File: config.mk
export PLATFORM = sky130hd
export DESIGN_NAME = sfr_page_stack_control
export DESIGN_NICKNAME = d
export VERILOG_FILES = /design/src/page_stack_pkg.sv /design/src/sfr_page_stack_control.sv
export SDC_FILE = /design/constraint.sdc
export NUM_CORES = 1
export LEC_CHECK = 0
export ABC_CLOCK_PERIOD_IN_PS = 1830
export BUFFER_PORTS_ARGS = -buffer_cell sky130_fd_sc_hd__buf_2
export CORE_MARGIN = 8
export CORE_UTILIZATION = 50
export CTS_CLUSTER_DIAMETER = 200
export DETAILED_ROUTE_END_ITERATION = 10
export GPL_TIMING_DRIVEN = 0
export PLACE_DENSITY_LB_ADDON = 0.12
export SYNTH_ARGS = -nofsm -noshare
export SYNTH_HDL_FRONTEND = slang
export SYNTH_SLANG_ARGS = --single-unit
File: constraint.sdc
create_clock -name sys_clk -period 1.83 [get_ports sys_clk]
set_input_delay 0.183 -clock sys_clk [delete_from_list [all_inputs] [get_ports sys_clk]]
set_output_delay 0.183 -clock sys_clk [all_outputs]
set_load 0.005 [all_outputs]
File: src/page_stack_pkg.sv
// Purpose: constants and types for the SFR page stack control block
// Assumes: 8-bit SFR bus from the core, single clock domain
// Notes: register addresses are SFR direct addresses
// What this block does
// - Control register decoded at 0xCF, every page.
// - Index field bits 6:4 selects viewed level.
// - Index 0 top, 1..4 lower; 5..7 invalid.
// - Enabled interrupt entry pushes current page.
// - Enabled entry loads the interrupt source page.
// - Enabled return pops stack into current page.
// - Disabled: no push, pop or page change.
// - Push shifts levels down, then loads page.
// - Pop moves level one up, shifts rest up.
// - Auto paging enabled after every reset.
// - Stack view read-only at 0xD3, page F.
package page_stack_pkg;
    localparam logic [7:0] PAGE_CONTROL_ADDR = 8'h00_CF;
    localparam logic [7:0] STACK_VIEW_ADDR = 8'h00_D3;
    localparam logic [7:0] STACK_VIEW_PAGE = 8'h00_0F;
    localparam logic [7:0] PAGE_CONTROL_RESET = 8'h00_01;
    localparam logic [7:0] CURRENT_PAGE_RESET = 8'h00_00;
    localparam logic [7:0] PAGE_CONTROL_MASK = 8'h00_71;
    localparam int ENABLE_BIT = 0;
    localparam int INDEX_LSB = 4;
    localparam int LEVELS = 4;
    localparam logic [2:0] INDEX_BOTTOM = 3'h4;

    typedef logic [7:0] page_t;

    typedef struct packed {
        logic wr;
        logic rd;
        logic [7:0] addr;
        logic [7:0] wdata;
    } sfr_req_t;

    typedef struct packed {
        logic entry;
        logic exit;
        page_t page;
    } irq_evt_t;

    typedef struct packed {
        page_t page_control;
        page_t current_page;
        page_t [LEVELS-1:0] level;
        page_t rdata;
        logic rvalid;
        logic hit;
    } state_t;
endpackage : page_stack_pkg

File: src/sfr_page_stack_control.sv
// Purpose: page control register, five-level page stack, stack view
// Assumes: core issues one-cycle strobes; entry and exit never coincide
// Notes: read data is registered, valid one cycle after the read strobe
`timescale 1ns/100ps
module sfr_page_stack_control (
    // Clock and reset
    input wire logic sys_clk,
    input wire logic rst_n,
    // SFR bus
    input wire page_stack_pkg::sfr_req_t sfr_req,
    output logic [7:0] sfr_rdata,
    output logic sfr_rvalid,
    output logic sfr_hit,
    // Interrupt sequencer
    input wire page_stack_pkg::irq_evt_t irq_evt,
    // Page state
    output logic [7:0] current_page,
    output logic auto_paging_enable
);
    import page_stack_pkg::*;

    // Width of the index field follows its bottom code
    typedef logic [$bits(INDEX_BOTTOM)-1:0] index_t;

    // Selector of one of the levels below the stack top
    typedef logic [$clog2(LEVELS)-1:0] level_sel_t;

    // Value of the whole block state after any reset
    localparam state_t ST_RESET = '{
        page_control: PAGE_CONTROL_RESET,
        current_page: CURRENT_PAGE_RESET,
        level: '0,
        rdata: '0,
        rvalid: 1'b0,
        hit: 1'b0
    };

    // Index one names the first level below the top
    localparam index_t INDEX_TOP = '0;
    localparam index_t INDEX_STEP = index_t'(1);

    state_t st_r;
    state_t st_nxt;

    // Control register ignores the page: it is visible on every page
    function automatic logic ctrl_addr_hit(input sfr_req_t r);
        logic h;
        h = (r.addr == PAGE_CONTROL_ADDR);
        return h;
    endfunction : ctrl_addr_hit

    // Stack view shares its address with other registers on other pages
    function automatic logic view_addr_hit(input sfr_req_t r,
                                           input page_t page);
        logic h;
        h = 1'b0;
        if (r.addr == STACK_VIEW_ADDR) begin
            h = (page == STACK_VIEW_PAGE);
        end
        return h;
    endfunction : view_addr_hit

    function automatic index_t stack_index(input page_t ctrl);
        index_t i;
        i = ctrl[INDEX_LSB +: $bits(index_t)];
        return i;
    endfunction : stack_index

    function automatic logic paging_on(input page_t ctrl);
        logic en;
        en = ctrl[ENABLE_BIT];
        return en;
    endfunction : paging_on

    // Reserved bits never store, so they always read back as zero
    function automatic page_t ctrl_write_value(input page_t wdata);
        page_t v;
        v = wdata & PAGE_CONTROL_MASK;
        return v;
    endfunction : ctrl_write_value

    // Invalid codes read as zero rather than aliasing a real level
    function automatic page_t view_level(input state_t s, input index_t i);
        page_t v;
        level_sel_t sel;
        v = '0;
        sel = level_sel_t'(i - INDEX_STEP);
        if (i == INDEX_TOP) begin
            v = s.current_page;
        end else if (i <= INDEX_BOTTOM) begin
            v = s.level[sel];
        end
        return v;
    endfunction : view_level

    // Push: every level moves one down, the bottom value falls off
    function automatic state_t push_stack(input state_t s, input page_t p);
        state_t n;
        n = s;
        for (int k = LEVELS - 1; k > 0; k--) begin
            n.level[k] = s.level[k-1];
        end
        n.level[0] = s.current_page;
        n.current_page = p;
        return n;
    endfunction : push_stack

    // Pop: the bottom keeps its value, so an over-deep return repeats it
    function automatic state_t pop_stack(input state_t s);
        state_t n;
        n = s;
        n.current_page = s.level[0];
        for (int k = 0; k < LEVELS - 1; k++) begin
            n.level[k] = s.level[k+1];
        end
        return n;
    endfunction : pop_stack

    // Read answer uses pre-edge values, so a same-cycle write is not seen
    function automatic state_t read_answer(input state_t n,
                                           input state_t s,
                                           input sfr_req_t r);
        state_t a;
        a = n;
        if (r.rd) begin
            if (ctrl_addr_hit(r)) begin
                a.rdata = s.page_control;
                a.rvalid = 1'b1;
                a.hit = 1'b1;
            end else if (view_addr_hit(r, s.current_page)) begin
                a.rdata = view_level(s, stack_index(s.page_control));
                a.rvalid = 1'b1;
                a.hit = 1'b1;
            end
        end
        return a;
    endfunction : read_answer

    // Entry wins when the sequencer raises both events together
    function automatic state_t apply_events(input state_t n,
                                            input state_t s,
                                            input irq_evt_t e);
        state_t a;
        a = n;
        if (paging_on(s.page_control)) begin
            if (e.entry) begin
                a = push_stack(n, e.page);
            end else if (e.exit) begin
                a = pop_stack(n);
            end
        end
        return a;
    endfunction : apply_events

    always_comb begin
        st_nxt = st_r;
        // Answer strobes last one cycle only
        st_nxt.rvalid = 1'b0;
        st_nxt.hit = 1'b0;
        st_nxt = read_answer(st_nxt, st_r, sfr_req);
        if (sfr_req.wr) begin
            if (ctrl_addr_hit(sfr_req)) begin
                st_nxt.page_control = ctrl_write_value(sfr_req.wdata);
            end
        end
        // Writes to the stack view address are refused: it is read-only
        st_nxt = apply_events(st_nxt, st_r, irq_evt);
    end

    always_ff @(posedge sys_clk) begin
        if (!rst_n) begin
            st_r <= ST_RESET;
        end else begin
            st_r <= st_nxt;
        end
    end

    // All outputs come straight from the state register
    assign sfr_rdata = st_r.rdata;
    assign sfr_rvalid = st_r.rvalid;
    assign sfr_hit = st_r.hit;
    assign current_page = st_r.current_page;
    assign auto_paging_enable = paging_on(st_r.page_control);
endmodule : sfr_page_stack_control

==> summary.txt <==
Run status
  – Status: finished, final reports clean

Die
  – Die Y: 91.2 um
  – Core box area: 5470 um^2
  – Chip width: 91.2 um
  – # IOs: 49
  – Initial Util: 51.7%
  – Num rows: 27
  – DIE AREA: 8320 um^2

Placed design
  – Dpl cell area: 3130 um^2
  – DP Wirelength: 5.28 mm
  – Final Wtd Congestion: 0.839
  – Port Buffers: 43

STA
  – Period Utilization, post-route: 93.4%
  – Final setup fails: 0
  – Relative slew margins: 50.8%
  – Worst-Margin Slew: 0.733 ns
  – Max Clock Skew: 0.00956 ns
  – Worst hold margin: 0.105 ns
  – Final min period: 1.71 ns
  – RSZ-0062 raised after global routing: no
  – Final Max Slew Viols: 0
  – Endpoints failing hold: 0
  – Highest clock rate: 0.585 GHz

Cells and area
  – Share of cells above drive strength 1: 29.1%
  – Design Area, Final: 3270 um^2
  – Most frequent cells in the layout: dfxtp_1 (51), buf_2 (48), mux2i_1 (37), nor2_1 (37), a211oi_1 (32)
  – Most common cell after layout, fill and taps aside: dfxtp_1
  – Ant. Diodes: 0
  – Area Overhead vs Synth: 15.6%
  – Total Nets Final: 379

Worst setup path
  – Critical R2R Capture: sfr_rdata[0]
  – CP max FO: 8
  – Type of destination of the critical path: flip-flop
  – Depth of the most critical reg-to-reg path: 8
  – FF-to-FF setup slack: 0.12 ns
  – Arrival time at the worst endpoint: 1.90 ns
  – CP Launch Type: flip-flop
  – Crit Path Category: flip-flop to flip-flop
  – Reg-to-Reg Start: st_r[54]
  – Req. time, crit path: 2.02 ns

Drt
  – WL/cell: 17.6 um
  – Vias: 2378
  – DRC Markers: 0
  – Post-DRT Antenna Nets: 0
  – Total routed wirelength: 7.38 mm
  – First drt pass iteration count: 6
  – Routed vias/inst: 5.68
  – Iter 0 DRT Violations: 189

Yosys
  – Adder-cell share of the synthesized area: 0.442%
  – Syn Nets: 327
  – Syn_area_per_cell: 9.55 um^2
  – Simple-Gate Fraction of Synth Area: 14.2%
  – Synthesized-area fraction occupied by xor and xnor cells: 0%
  – Largest family of logic cells by synthesized area: multiplexers
  – Synth Instances: 296
  – Yosys top cell area share: 37.5%
  – Mux contribution to synthesized area: 19.5%
  – Synth top area cells: dfxtp_1 (38%), mux2i_1 (13%), a211oi_1 (8.5%)
  – Synthesized cell area: 2830 um^2
  – Cell type with the largest total area after synthesis: dfxtp_1
  – Flops & latches, synth: 53
  – Post-synthesis compound-gate area fraction: 18.4%
  – Post-synth cell types: 34
  – Sequential area share after synthesis: 37.5%
  – Warning count from the yosys run: 0

Clock tree
  – H-tree depth: 2
  – CTS Buf Count: 5
  – Clock buffer depth: 2
  – CTS sink count: 53
  – Clock-pin slew on the worst setup and hold paths: 0.09 ns
  – Root buf cell: clkbuf_8
  – Clock latency on the worst-skew pair: 0.31 ns
  – TritonCTS clock tree: yes

Global routing
  – Largest net degree at the start of global routing: 15
  – Vias in the first global route: 2410
  – Antenna violations before repair: 0
  – GR Overflow Total: 0
  – GR Util All Layers: 18.2%
  – First-pass GRT wire length: 12.3 mm

Min path
  – Min-delay worst type: input pin to flip-flop
  – Worst hold start: sfr_req[6]
  – Worst Hold Path Cells: 3
  – Hold Crit Endpoint: st_r[56]

Power and ir drop
  – Maximum vdd drop: 0.000400 V
  – Leak: 0.00140 uW
  – Power per cell area: 672 nW/um^2

Flow run
  – Max-cap violations: 0
==> sequential cells by signal (all words and copies together) (netlist names) <==
| signal | flops |
|---|---|
| auto_paging_enable | 1 |
| current_page | 8 |
| sfr_rvalid | 1 |
| st_r | 35 |
| sfr_rdata | 8 |
==> through the flow <==
stage               utilization [%]  worst slack [ns]  cells  setup TNS, ns  power (uW)
finish                         59.7             0.121    419              0        2200
global route                   59.7           0.00604    419              0        2310
CTS                            59.1           0.00215    419              0        2210
detailed placement             57.3            -0.281    411          -1.88        1600
global placement               57.3            -0.271    411          -1.82        1590
floorplan                         -           0.00595    296              0        1480
==> cell usage after synthesis (all sizes together) <==
library cell and n:
o21a 5, buf 31, dfxtp 53, and4 1, nand3b 1, o211ai 4, mux2i 37, a32o 4
a221oi 8, a21oi 10, mux4 8, nand4 2, nor4b 1, nand2 12, a211oi 32, a21o 1
and3b 4, nand3 16, dlygate4sd1 1, or3b 1, nor2 37, ha 1, and4b 1, o21ai 4
or4 1, nor3 2, and2 1, inv 8, clkbuf 9
==> cell families after synthesis <==
logic type | Yosys count
buffers and inverters | 49
DFF | 53
adders and majority gates | 1
and+or+nand+nor | 80
AOI/OAI and AO/OA | 68
muxes | 45
==> power by group <==
part           internal (uW)  switching, uW
Sequential              1210           69.2
Combinational            145            157
Clock                    253            363
==> layer usage <==
layer / wire length (um) / vias to the layer above / global-route usage [%]
met5: 0 / - / 0
met4: 111 / 0 / 6.14
met3: 413 / 9 / 4.28
met2: 3580 / 57 / 31.0
met1: 3270 / 1136 / 21.9
li1: - / 1176 / -
==> critical path, cell delays in order (launching register included) <==
cell and delay, ns:
dfxtp_2 0.37, inv_2 0.05, ha_4 0.26, buf_8 0.13
buf_6 0.10, mux4_2 0.27, o21a_1 0.12, o211ai_1 0.21
a221oi_2 0.08
==> worst max path at each step <==
| stage | end | cells past startpoint | slack, ns | start |
|---|---|---|---|---|
| after floorplan | sfr_rdata[1] | 8 | 0.006 | st_r[54] |
| after global placement | sfr_rdata[7] | 8 | -0.27 | st_r[54] |
| after detailed placement | sfr_rdata[2] | 8 | -0.28 | st_r[54] |
| after CTS | sfr_rdata[2] | 8 | 0.002 | st_r[54] |
| after global routing | sfr_rdata[0] | 5 | 0.006 | current_page[4] |
| final | sfr_rdata[0] | 8 | 0.12 | st_r[54] |
==> timing repair <==
item,CTS,global route
endpoints found under the setup margin,8,8
hold buffers,0,0
gates resized for setup,3,10
pin swaps,0,5
setup buffers,2,2
==> layout make-up <==
class                           instances  area [um^2]
Inverter                                8         30.0
Timing Repair Buffer                   47          253
Sequential cell                        53         1060
Multi-Input combinational cell        194         1510
Tap cell                               72         90.1
Buffer                                 39          248
Clock inverter                          1         5.00
Fill cell                             522         2200
Clock buffer                            5         68.8
No activity file was read; power rests on OpenSTA's default activity.
